<file path="src/shared/rtc_pkg.sv">
package rtc_pkg;
    // register indices; the byte address is four times the index
    localparam logic [5:0] IDX_CTRL      = 6'h00;
    localparam logic [5:0] IDX_STATUS    = 6'h01;
    localparam logic [5:0] IDX_IRQ_EN    = 6'h02;
    localparam logic [5:0] IDX_IRQ_FLAG  = 6'h03;
    localparam logic [5:0] IDX_SRC       = 6'h07;
    localparam logic [5:0] IDX_CNT_LO    = 6'h08;
    localparam logic [5:0] IDX_CNT_HI    = 6'h09;
    localparam logic [5:0] IDX_TOP_LO    = 6'h0A;
    localparam logic [5:0] IDX_TOP_HI    = 6'h0B;
    localparam logic [5:0] IDX_MATCH_LO  = 6'h0C;
    localparam logic [5:0] IDX_MATCH_HI  = 6'h0D;
    localparam logic [5:0] IDX_PIT_CTRL  = 6'h10;
    localparam logic [5:0] IDX_PIT_STAT  = 6'h11;
    localparam logic [5:0] IDX_PIT_IEN   = 6'h12;
    localparam logic [5:0] IDX_PIT_FLAG  = 6'h13;
    localparam logic [5:0] IDX_PIT_DBG   = 6'h15;

    // field positions
    localparam int unsigned BIT_WRAP     = 0;
    localparam int unsigned BIT_MATCH    = 1;
    localparam int unsigned BIT_PIT_ON   = 0;
    localparam int unsigned PIT_IV_LSB   = 3;
    localparam int unsigned PIT_IV_MSB   = 6;

    // sync channels, also the busy bit order in the status register for count, top and match; periodic busy is bit 0 of the periodic status
    localparam int unsigned CH_PIT       = 0;
    localparam int unsigned CH_CNT       = 1;
    localparam int unsigned CH_TOP       = 2;
    localparam int unsigned CH_MATCH     = 3;
    localparam int unsigned NUM_CH       = 4;

    // reset values
    localparam logic [15:0] CNT_RST      = 16'h0000;
    localparam logic [15:0] TOP_RST      = 16'hFFFF;
    localparam logic [15:0] MATCH_RST    = 16'h0000;

    // counter clock source codes
    localparam logic [1:0] SRC_INT_FAST  = 2'h0;
    localparam logic [1:0] SRC_INT_SLOW  = 2'h1;
    localparam logic [1:0] SRC_CRYSTAL   = 2'h2;
    localparam logic [1:0] SRC_EXT_PIN   = 2'h3;

    // periodic interval codes
    localparam logic [3:0] IV_OFF        = 4'h0;
    localparam logic [3:0] IV_MAX        = 4'hE;

    // counter-clock ticks from a bus write until it takes effect
    localparam logic [1:0] SYNC_LAT      = 2'h2;

    typedef struct packed {
        logic [3:0] interval;
        logic       on;
    } rtc_pit_ctrl_s;
endpackage

</file>
<file path="src/hw/rtc_top.sv">
`timescale 1ns/1ps
// What this block does
// - two-bit source field picks one of four counter clock inputs
// - count, top and match are 16 bits, low and high bytes adjacent
// - count write takes effect after two counter ticks; busy until then
// - top write takes effect after two counter ticks; busy until then
// - top register is read/write and resets to all ones
// - match and count registers are read/write and reset to zero
// - interval code picks 4 to 32768 ticks; zero gives no event
// - periodic timer control bit 0 switches the periodic timer on
// - periodic status bit 0 shows a control write still syncing
// - periodic irq enable bit 0 lets the periodic flag raise irq
// - periodic flag set per event, cleared by writing one
// - periodic timer halts in debug halt unless run bit is set
// - count equal to top wraps to zero and sets wrap flag
// - counter advances only while counter_on is set
module rtc_top #(
    parameter int unsigned ADDR_W = 8,
    parameter int unsigned DIV_W  = 15
) (
    input  wire logic              pclk,        // bus clock, 20 MHz
    input  wire logic              presetn,     // async reset, active low
    input  wire logic              psel,        // apb select
    input  wire logic              penable,     // apb access phase
    input  wire logic              pwrite,      // apb direction
    input  wire logic [ADDR_W-1:0] paddr,       // apb byte address
    input  wire logic [31:0]       pwdata,      // apb write data
    output logic      [31:0]       prdata,      // apb read data
    output logic                   pready,      // apb ready
    output logic                   pslverr,     // apb error, unmapped
    input  wire logic [3:0]        osc_clk_in,  // raw source clocks
    input  wire logic              debug_halt,  // cpu in break debug
    output logic                   irq          // level interrupt
);
    import rtc_pkg::*;

    // ------------------------------------------------------------
    // declarations
    // ------------------------------------------------------------
    logic [3:0]          src_s1_reg;
    logic [3:0]          src_s2_reg;
    logic [3:0]          src_s3_reg;
    logic [1:0]          src_sel_reg;
    logic                counter_on_reg;
    logic [1:0]          irq_en_reg;
    logic [1:0]          flag_reg;
    logic [15:0]         cnt_sh_reg;
    logic [15:0]         top_sh_reg;
    logic [15:0]         match_sh_reg;
    logic [15:0]         count_reg;
    logic [15:0]         top_act_reg;
    logic [15:0]         match_act_reg;
    rtc_pit_ctrl_s       pit_sh_reg;
    rtc_pit_ctrl_s       pit_act_reg;
    logic                pit_ien_reg;
    logic                pit_flag_reg;
    logic                run_halt_reg;
    logic [DIV_W-1:0]    div_reg;
    logic [NUM_CH-1:0]   busy_reg;
    logic [1:0]          lat_reg [NUM_CH];
    logic [NUM_CH-1:0]   chan_wr;
    logic [NUM_CH-1:0]   apply;
    logic [31:0]         prdata_reg;
    logic                pslverr_reg;
    logic                irq_reg;
    logic [31:0]         rd_word;
    logic                rd_hit;

    // ------------------------------------------------------------
    // decode helpers
    // ------------------------------------------------------------
    function automatic logic at(input logic [5:0] a, input logic [5:0] w);
        return a == w;
    endfunction

    // mask of the low divider bits for a given interval code
    function automatic logic [DIV_W-1:0] iv_mask(input logic [3:0] iv);
        logic [15:0] m;
        m = (16'h0002 << iv) - 16'h0001;
        return m[DIV_W-1:0];
    endfunction

    // ------------------------------------------------------------
    // counter clock source
    // ------------------------------------------------------------
    // sources are pin-level clocks far slower than pclk, so each is
    // sampled twice and a rising edge becomes a one-cycle tick enable
    always_ff @(posedge pclk or negedge presetn) begin
        if (!presetn) begin
            src_s1_reg <= 4'h0;
            src_s2_reg <= 4'h0;
            src_s3_reg <= 4'h0;
        end else begin
            src_s1_reg <= osc_clk_in;
            src_s2_reg <= src_s1_reg;
            src_s3_reg <= src_s2_reg;
        end
    end

    wire [3:0] src_rise = src_s2_reg & ~src_s3_reg;
    wire       src_tick = src_rise[src_sel_reg];
    wire       cnt_tick = src_tick & counter_on_reg;

    // ------------------------------------------------------------
    // apb decode
    // ------------------------------------------------------------
    wire [5:0] idx     = paddr[7:2];
    wire       aligned = paddr[1:0] == 2'b00;
    wire       setup   = psel & ~penable;
    wire       wr_en   = psel & penable & pwrite & ~pslverr_reg;
    wire [7:0] wb      = pwdata[7:0];

    wire w_ctrl   = wr_en & at(idx, IDX_CTRL);
    wire w_ien    = wr_en & at(idx, IDX_IRQ_EN);
    wire w_flag   = wr_en & at(idx, IDX_IRQ_FLAG);
    wire w_src    = wr_en & at(idx, IDX_SRC);
    wire w_cnt_l  = wr_en & at(idx, IDX_CNT_LO);
    wire w_cnt_h  = wr_en & at(idx, IDX_CNT_HI);
    wire w_top_l  = wr_en & at(idx, IDX_TOP_LO);
    wire w_top_h  = wr_en & at(idx, IDX_TOP_HI);
    wire w_mat_l  = wr_en & at(idx, IDX_MATCH_LO);
    wire w_mat_h  = wr_en & at(idx, IDX_MATCH_HI);
    wire w_pit    = wr_en & at(idx, IDX_PIT_CTRL);
    wire w_pien   = wr_en & at(idx, IDX_PIT_IEN);
    wire w_pflag  = wr_en & at(idx, IDX_PIT_FLAG);
    wire w_dbg    = wr_en & at(idx, IDX_PIT_DBG);

    assign chan_wr[CH_PIT]   = w_pit;
    assign chan_wr[CH_CNT]   = w_cnt_l | w_cnt_h;
    assign chan_wr[CH_TOP]   = w_top_l | w_top_h;
    assign chan_wr[CH_MATCH] = w_mat_l | w_mat_h;

    // ------------------------------------------------------------
    // read mux
    // ------------------------------------------------------------
    always_comb begin
        rd_word = 32'h0000_0000;
        rd_hit  = aligned;
        if (at(idx, IDX_CTRL)) begin
            rd_word[0] = counter_on_reg;
        end else if (at(idx, IDX_STATUS)) begin
            rd_word[3:1] = busy_reg[CH_MATCH:CH_CNT];
        end else if (at(idx, IDX_IRQ_EN)) begin
            rd_word[1:0] = irq_en_reg;
        end else if (at(idx, IDX_IRQ_FLAG)) begin
            rd_word[1:0] = flag_reg;
        end else if (at(idx, IDX_SRC)) begin
            rd_word[1:0] = src_sel_reg;
        end else if (at(idx, IDX_CNT_LO)) begin
            rd_word[7:0] = count_reg[7:0];
        end else if (at(idx, IDX_CNT_HI)) begin
            rd_word[7:0] = count_reg[15:8];
        end else if (at(idx, IDX_TOP_LO)) begin
            rd_word[7:0] = top_sh_reg[7:0];
        end else if (at(idx, IDX_TOP_HI)) begin
            rd_word[7:0] = top_sh_reg[15:8];
        end else if (at(idx, IDX_MATCH_LO)) begin
            rd_word[7:0] = match_sh_reg[7:0];
        end else if (at(idx, IDX_MATCH_HI)) begin
            rd_word[7:0] = match_sh_reg[15:8];
        end else if (at(idx, IDX_PIT_CTRL)) begin
            rd_word[PIT_IV_MSB:PIT_IV_LSB] = pit_sh_reg.interval;
            rd_word[BIT_PIT_ON] = pit_sh_reg.on;
        end else if (at(idx, IDX_PIT_STAT)) begin
            rd_word[0] = busy_reg[CH_PIT];
        end else if (at(idx, IDX_PIT_IEN)) begin
            rd_word[0] = pit_ien_reg;
        end else if (at(idx, IDX_PIT_FLAG)) begin
            rd_word[0] = pit_flag_reg;
        end else if (at(idx, IDX_PIT_DBG)) begin
            rd_word[0] = run_halt_reg;
        end else begin
            rd_hit = 1'b0;
        end
    end

    // answer is prepared in the setup cycle so the access phase
    // completes with no wait state
    always_ff @(posedge pclk or negedge presetn) begin
        if (!presetn) begin
            prdata_reg  <= 32'h0000_0000;
            pslverr_reg <= 1'b0;
        end else if (setup) begin
            prdata_reg  <= rd_hit ? rd_word : 32'h0000_0000;
            pslverr_reg <= ~rd_hit;
        end
    end

    assign prdata  = prdata_reg;
    assign pslverr = pslverr_reg & psel & penable;
    assign pready  = 1'b1;

    // ------------------------------------------------------------
    // plain control registers
    // ------------------------------------------------------------
    always_ff @(posedge pclk or negedge presetn) begin
        if (!presetn) begin
            counter_on_reg <= 1'b0;
            src_sel_reg    <= SRC_INT_FAST;
            irq_en_reg     <= 2'b00;
            pit_ien_reg    <= 1'b0;
            run_halt_reg   <= 1'b0;
        end else begin
            if (w_ctrl)
                counter_on_reg <= wb[0];
            if (w_src)
                src_sel_reg <= wb[1:0];
            if (w_ien)
                irq_en_reg <= wb[1:0];
            if (w_pien)
                pit_ien_reg <= wb[0];
            if (w_dbg)
                run_halt_reg <= wb[0];
        end
    end

    // ------------------------------------------------------------
    // bus-side shadows of the 16-bit values and the periodic timer control
    // ------------------------------------------------------------
    always_ff @(posedge pclk or negedge presetn) begin
        if (!presetn) begin
            cnt_sh_reg   <= CNT_RST;
            top_sh_reg   <= TOP_RST;
            match_sh_reg <= MATCH_RST;
            pit_sh_reg   <= '0;
        end else begin
            if (w_cnt_l) cnt_sh_reg[7:0]    <= wb;
            if (w_cnt_h) cnt_sh_reg[15:8]   <= wb;
            if (w_top_l) top_sh_reg[7:0]    <= wb;
            if (w_top_h) top_sh_reg[15:8]   <= wb;
            if (w_mat_l) match_sh_reg[7:0]  <= wb;
            if (w_mat_h) match_sh_reg[15:8] <= wb;
            if (w_pit) begin
                pit_sh_reg.interval <= wb[PIT_IV_MSB:PIT_IV_LSB];
                pit_sh_reg.on       <= wb[BIT_PIT_ON];
            end
        end
    end

    // ------------------------------------------------------------
    // sync channels: a write is applied on the second counter tick
    // ------------------------------------------------------------
    // a new write while busy restarts the wait; software should not
    // do that, but the last value written then still wins
    for (genvar g = 0; g < NUM_CH; g++) begin : g_sync
        assign apply[g] = busy_reg[g] & src_tick & ~chan_wr[g]
                          & (lat_reg[g] == SYNC_LAT - 2'h1);
        always_ff @(posedge pclk or negedge presetn) begin
            if (!presetn) begin
                busy_reg[g] <= 1'b0;
                lat_reg[g]  <= 2'h0;
            end else if (chan_wr[g]) begin
                busy_reg[g] <= 1'b1;
                lat_reg[g]  <= 2'h0;
            end else if (apply[g]) begin
                busy_reg[g] <= 1'b0;
                lat_reg[g]  <= 2'h0;
            end else if (busy_reg[g] && src_tick) begin
                lat_reg[g]  <= lat_reg[g] + 2'h1;
            end
        end
    end

    // ------------------------------------------------------------
    // counter, wrap and match
    // ------------------------------------------------------------
    wire at_top   = count_reg == top_act_reg;
    wire wrap_ev  = cnt_tick & ~apply[CH_CNT] & at_top;
    wire match_ev = cnt_tick & ~apply[CH_CNT]
                    & (count_reg == match_act_reg);

    always_ff @(posedge pclk or negedge presetn) begin
        if (!presetn) begin
            count_reg     <= CNT_RST;
            top_act_reg   <= TOP_RST;
            match_act_reg <= MATCH_RST;
        end else begin
            if (apply[CH_CNT])
                count_reg <= cnt_sh_reg;
            else if (cnt_tick)
                count_reg <= at_top ? 16'h0000 : count_reg + 16'h0001;
            if (apply[CH_TOP])
                top_act_reg <= top_sh_reg;
            if (apply[CH_MATCH])
                match_act_reg <= match_sh_reg;
        end
    end

    // ------------------------------------------------------------
    // periodic timer
    // ------------------------------------------------------------
    wire pit_run = pit_act_reg.on & ~(debug_halt & ~run_halt_reg);
    wire iv_ok   = pit_act_reg.interval != IV_OFF
                   && pit_act_reg.interval <= IV_MAX;
    wire [DIV_W-1:0] mask = iv_mask(pit_act_reg.interval);
    wire pit_ev = pit_run & src_tick & iv_ok
                  & ((div_reg & mask) == mask);

    always_ff @(posedge pclk or negedge presetn) begin
        if (!presetn) begin
            pit_act_reg <= '0;
            div_reg     <= '0;
        end else begin
            if (apply[CH_PIT])
                pit_act_reg <= pit_sh_reg;
            if (!pit_act_reg.on)
                div_reg <= '0;
            else if (pit_run && src_tick)
                div_reg <= div_reg + 1'b1;
        end
    end

    // ------------------------------------------------------------
    // interrupt flags: set wins over a same-cycle clear
    // ------------------------------------------------------------
    wire [1:0] flag_set = {match_ev, wrap_ev};
    wire [1:0] flag_clr = w_flag ? wb[1:0] : 2'b00;

    always_ff @(posedge pclk or negedge presetn) begin
        if (!presetn) begin
            flag_reg     <= 2'b00;
            pit_flag_reg <= 1'b0;
            irq_reg      <= 1'b0;
        end else begin
            flag_reg     <= (flag_reg & ~flag_clr) | flag_set;
            pit_flag_reg <= (pit_flag_reg & ~(w_pflag & wb[0]))
                            | pit_ev;
            irq_reg      <= |(flag_reg & irq_en_reg)
                            | (pit_flag_reg & pit_ien_reg);
        end
    end

    assign irq = irq_reg;

    // ------------------------------------------------------------
    // checks
    // ------------------------------------------------------------
    logic [1:0] cnt_ticks_reg;
    always_ff @(posedge pclk or negedge presetn) begin
        if (!presetn)
            cnt_ticks_reg <= 2'h0;
        else if (chan_wr[CH_CNT])
            cnt_ticks_reg <= 2'h0;
        else if (src_tick && cnt_ticks_reg != 2'h3)
            cnt_ticks_reg <= cnt_ticks_reg + 2'h1;
    end
endmodule

</file>
<file path="config.mk">
export PLATFORM = sky130hd
export DESIGN_NAME = rtc_top
export DESIGN_NICKNAME = d
export VERILOG_FILES = /design/src/shared/rtc_pkg.sv /design/src/hw/rtc_top.sv
export SDC_FILE = /design/constraint.sdc
export NUM_CORES = 1
export LEC_CHECK = 0
export BUFFER_PORTS_ARGS = -buffer_cell sky130_fd_sc_hd__buf_2
export CAP_MARGIN = 40
export CORE_ASPECT_RATIO = 0.7
export CORE_MARGIN = 3
export CORE_UTILIZATION = 35
export DETAILED_ROUTE_END_ITERATION = 12
export GPL_TIMING_DRIVEN = 0
export HOLD_SLACK_MARGIN = 0.08
export PLACE_DENSITY = 0.5
export SKIP_CTS_REPAIR_TIMING = 1
export SLEW_MARGIN = 10
export SYNTH_ARGS = -nofsm -noshare
export SYNTH_HDL_FRONTEND = slang
export SYNTH_SLANG_ARGS = --single-unit
</file>
<file path="constraint.sdc">
create_clock -name pclk -period 2.96 [get_ports pclk]
set_input_delay 0.148 -clock pclk [delete_from_list [all_inputs] [get_ports pclk]]
set_output_delay 0.148 -clock pclk [all_outputs]
set_load 0.05 [all_outputs]
</file>
==> qor.yml, run 1 <==
status:
  status: "completed"
synthesis:
  synth_seq_area_share: 0.478
  synth-simple-area-share: 0.153
  synth_top_area_share: 0.382
  async_flop_share: 1.00
  yosys.area_share.adder: 0.00431
  yosysMostFrequentCell: "dfrtp_1"
  syn-cell-area_um2: 8720
  synth_edf_count: 0
  ys.flop_type: "dfrtp_1"
  yosys-top-cells-area: "dfrtp_1, mux2_2, dfstp_2"
  synth_largest_area_cell: "dfrtp_1"
  syn_inst: 807
  avgSynthCellArea_um2: 10.8
  ys_seq_elements: 165
  synth_cell_types: 72
  synth_compound_area_frac: 0.105
  synthXorXnorAreaFrac: 0.0462
  synth_top_family_by_area: "simple AND/OR/NAND/NOR gates"
  synthTopCellsByCount: "dfrtp_1, mux2_2, nand2_1, nor2_1, dfstp_2"
  synthMuxAreaShare: 0.151
  synth.yosys.warnings: 0
routing:
  vias_per_cell: 5.41
  wl_mm: 25.9
  drc: 0
  drt_iter0_drc: 540
  dr.pass1.iters: 5
  vias: 6615
  antenna_left: 0
  wl_per_cell_um: 21.2
sta:
  tightest_slew_ps: 975
  post-route-period-util: 0.903
  final-max-slew-violation-count: 0
  setup_viol: 0
  maxSlewHeadroom: 0.344
  hold_violations: 0
  fin_skew_ps: 9.75
  min_period_ps: 2670
  rsz0062_at_grt: "false"
  max_freq_mhz: 374
place:
  dpl-instance-area_um2: 9400
  dpl.cell_count: 1182
  globalplace.congestion: 0.888
  hpwl_mm: 18.4
  portBuffers: 33
global_routing:
  grt_pass1_wl_mm: 40.2
  antenna_found_initial: 0
  grt_use_total: 0.196
  grt_pass1_vias: 6445
  gr-total-overflow: 0
  grt_start_max_net_pins: 102
layout:
  stdcell_count: 1222
  final_core_util: 0.418
  fin_nets: 942
  drive_above_1_share: 0.269
  final_area_um2: 10000
  synthToLayoutAreaGrowth_pct: 15.3
setup_path:
  required_ps: 3280
  startpoint_type: "flop"
  crit_type: "reg -> reg"
  arrival_ps: 2990
  r2r_cells: 5
  endpoint_kind: "flop"
  path_max_fanout: 10
job:
  maxCapViolCount: 0
cts:
  clkTransAtPathRegs_ps: 60
  clock_latency_ps: 440
  cts_root_buf: "clkbuf_16"
  numCtsBuffers: 17
  cts_tree: "yes"
  cts.sinks: 165
  htreeDepth: 4
  clockBufferDepth: 2
pwr:
  p_leak_uw: 0.00456
  power.density_nw_per_um2: 570
  ir_drop_v: 0.000398
floorplanning:
  rows: 47
  start_util: 0.362
  die_x_um: 195
  die_area_um2: 26900
  core_area_um2: 24100
  die_h_um: 138
  ioPinCount: 85
worst_hold_path:
  hold_depth: 3
  hold_path_class: "in -> reg"
-- metal layers --
layer | track usage | vias up | wire length, um
met5 | 0 | - | 0
met4 | 0.0517 | 0 | 442
met3 | 0.0542 | 31 | 1840
met2 | 0.258 | 222 | 10200
met1 | 0.312 | 3324 | 13500
li1 | - | 3038 | -
-- kinds of logic (layout without fill, tap and decap cells) --
logic type | Yosys count | count (layout)
AO/OA/AOI/OAI | 134 | 134
XOR/XNOR | 46 | 46
adder cells (fa/ha/maj) | 3 | 3
buffers and inverters | 102 | 174
flip-flops | 165 | 165
multiplexers | 110 | 110
other | 2 | 27
AND/OR/NAND/NOR | 245 | 245
-- area by class of cell --
cell class,count,area (um2)
fill,2348,14000
sequential,165,4170
multi-input combinational,563,4100
clock buffer,24,515
buffer,77,442
tap,318,398
timing repair buffer,41,273
inverter,24,90.1
clock inverter,8,56.3
antenna,2,5.00
-- worst paths after layout --
check,from,end,slack [ps]
worst max-delay path,pslverr_reg,match_sh_reg[0],290
worst min-delay path,pwdata[3],pit_sh_reg[1],80
worst max register to register,pslverr_reg,match_sh_reg[0],290
worst min register to register,src_s1_reg[1],src_s2_reg[1],350
max in group asynchronous,presetn,match_sh_reg[14],1840
min in group asynchronous,presetn,src_s2_reg[2],250
-- cell usage in the layout (no fill, tap or decap), drive strengths merged, types with 4 or more instances in the layout --
| master | Yosys | final |
|---|---|---|
| dfrtp | 133 | 133 |
| mux2 | 93 | 93 |
| buf | 45 | 79 |
| nand2 | 57 | 57 |
| clkbuf | 33 | 56 |
| nor2 | 44 | 44 |
| dfstp | 32 | 32 |
| inv | 24 | 29 |
| nand3 | 28 | 28 |
| o21ai | 28 | 28 |
| conb | 2 | 25 |
| xor2 | 24 | 24 |
| xnor2 | 22 | 22 |
| a21oi | 21 | 21 |
| a31oi | 18 | 18 |
| nand4 | 17 | 17 |
| and3 | 16 | 16 |
| mux2i | 15 | 15 |
| or3 | 13 | 13 |
| nor3 | 11 | 11 |
| nand2b | 11 | 11 |
| a32oi | 10 | 10 |
| nor4 | 9 | 9 |
| a22oi | 9 | 9 |
| nor2b | 8 | 8 |
| dlygate4sd3 | 0 | 7 |
| and2 | 6 | 6 |
| nor4b | 6 | 6 |
| a21o | 5 | 5 |
| o31ai | 5 | 5 |
| a32o | 4 | 4 |
| a211oi | 4 | 4 |
| o31a | 4 | 4 |
-- metrics by stage --
stage                     TNS (ps)  power, uW  setup slack (ps)  hold slack [ps]
after floorplan                  0       3140               907             -148
after global placement     -134120       3560             -1030              258
after detailed placement         0       3570               223              146
after CTS                        0       5770               220             -336
after global routing             0       5990               108             92.8
final                            0       5730               287             80.4
-- critical path, cell delays in order, from the launching register on --
cell	delay, ps
dfrtp_1	390
and4b_1	240
clkbuf_1	430
clkbuf_1	510
nand3_1	550
mux2_2	440
-- report_power, final --
group / internal [uW] / total (uW) / leakage (uW) / switching (uW)
Sequential: 2370 / 2480 / 0.00213 / 109
Clock: 1230 / 2180 / 0.000286 / 953
Combinational: 311 / 1060 / 0.00215 / 753
(Power assumes the default switching activity.)
==> run 2: changes to the inputs <==
==> constraint.sdc (replaced) <==
create_clock -name pclk -period 2.96 [get_ports pclk]
set_input_delay 0.296 -clock pclk [delete_from_list [all_inputs] [get_ports pclk]]
set_output_delay 0.296 -clock pclk [all_outputs]
set_load 0.05 [all_outputs]
==> qor.yml, run 2 (synthesized netlist as in run 1, its figures left out) <==
cts:
  numCtsBuffers: 17  # unchanged
  clock_latency_ps: 440  # about the same
  cts_root_buf: "clkbuf_16"
  clockBufferDepth: 2  # unchanged
  cts.sinks: 165  # unchanged
  cts_tree: "yes"
  htreeDepth: 4  # unchanged
  clkTransAtPathRegs_ps: 70  # about the same
routing:
  vias: 6630  # +0.23%
  wl_met2_mm: 10.2  # +0.59%
  vias_per_cell: 5.43  # +0.39%
  drt_iter0_drc: 600  # +11%
  wl_met1_mm: 13.4  # -0.79%
  drc: 0  # unchanged
  wl_per_cell_um: 21.2  # about the same
  dr.pass1.iters: 5  # unchanged
  routed.top_layer: "met4"
  wl_mm: 25.9  # -0.12%
  met3_length_mm: 1.87  # +1.4%
  antenna_left: 0  # unchanged
floorplanning:
  die_area_um2: 26900  # unchanged
  ioPinCount: 85  # unchanged
  core_area_um2: 24100  # unchanged
  start_util: 0.362  # unchanged
  rows: 47  # unchanged
  die_h_um: 138  # unchanged
  die_x_um: 195  # unchanged
sta:
  tightest_slew_ps: 945  # -29.6 ps
  fin_tns_setup_ps: 0  # unchanged
  fin_skew_ps: 10.4  # +0.667 ps
  maxSlewHeadroom: 0.364  # +0.0199
  post-route-period-util: 0.912  # +0.00897
  final-max-slew-violation-count: 0  # unchanged
  min_period_ps: 2700  # +26.5 ps
  hold_violations: 0  # unchanged
  rsz0062_at_grt: "false"
  setup_viol: 0  # unchanged
  max_freq_mhz: 370  # -0.98%
job:
  maxCapViolCount: 0  # unchanged
layout:
  drive_above_1_share: 0.270  # +0.000599
  stdcell_count: 1220  # -0.16%
  final_common_cell: "dfrtp_1"
  synthToLayoutAreaGrowth_pct: 15.0
  layout_common_cells: "dfrtp_1, mux2_2, nand2_1"
  fin_nets: 940  # -0.21%
global_routing:
  grt_pass1_vias: 6445  # unchanged
  grt_use_total: 0.196  # unchanged
  grt_pass1_wl_mm: 40.2  # unchanged
  grt_start_max_net_pins: 102  # unchanged
  gr-total-overflow: 0  # unchanged
  antenna_found_initial: 0  # unchanged
pwr:
  ir_drop_v: 0.000395  # -0.89%
  p_leak_uw: 0.00455  # -0.18%
  power.density_nw_per_um2: 571  # about the same
setup_path:
  crit_path_end: "count_reg[7]"
  arrival_ps: 3010  # +20 ps
  rrSetupSlack_ps: 260  # -30 ps
  startpoint_type: "flop"
  path_max_fanout: 10  # unchanged
  r2r-start: "count_reg[0]"
  timing.rr.end: "count_reg[7]"
  endpoint_kind: "flop"
  crit_type: "reg -> reg"
  required_ps: 3270  # about the same
  startpoint: "count_reg[0]"
  r2r_cells: 7  # +2
place:
  portBuffers: 33  # unchanged
  globalplace.congestion: 0.888  # unchanged
  hpwl_mm: 18.4  # unchanged
  dpl.cell_count: 1182  # unchanged
worst_hold_path:
  hold_path_class: "in -> reg"
status:
  status: "completed"
[run 2: cell types whose count changed in the layout (fill, tap and decap cells not counted), sizes merged]
cell / previous run / this run
dlygate4sd3: 7 / 5
[run 2: through the flow]
step	total power [uW]	hold slack (ps)	worst slack, ps	util	area, um2
final	5720	214	260	0.417	10000
after global routing	5980	219	108	0.417	10000
after CTS	5770	-188	220	0.415	9980
after detailed placement	3570	294	223	0.391	9400
after global placement	3560	334	-1170	0.389	9370
after floorplan	3140	0.409	907	-	8800
[run 2: worst max-delay path, cell delays in order, from the launching register on]
cell and delay, ps:
dfrtp_1 350, clkbuf_1 540, xor2_1 140, nor4_1 300
nand4_1 450, clkbuf_1 420, a32oi_1 270, o21ai_1 110
[run 2: routing by layer]
layer	GRT usage	vias up
met1	0.312	3333
met3	0.0542	31
li1	-	3035
met4	0.0517	0
met2	0.258	231
met5	0	-
[run 2: power by group]
part	internal (uW)	switching, uW	total (uW)
logic	309	752	1060
clock network	1230	950	2180
registers	2370	109	2480
[run 2: layout make-up]
class,count,area [um2]
well taps,318,398
diodes,2,5.00
plain buffers,77,442
inverters,24,90.1
clock buffers,24,515
repair buffers,39,253
flip-flops and latches,165,4170
fillers,2350,14000
multi-input cells,563,4100
clock inverters,8,56.3
[run 2: worst min path at each step]
stage,startpoint,to,slack [ps],cells after the start
after global placement,src_s1_reg[3],src_s2_reg[3],330,0
final,pwdata[6],pit_sh_reg[4],210,3
after detailed placement,presetn,src_s1_reg[1],290,1
after global routing,pwdata[0],top_sh_reg[8],220,2
after floorplan,presetn,busy_reg[0],0.4,0
after CTS,presetn,src_s2_reg[0],-190,1
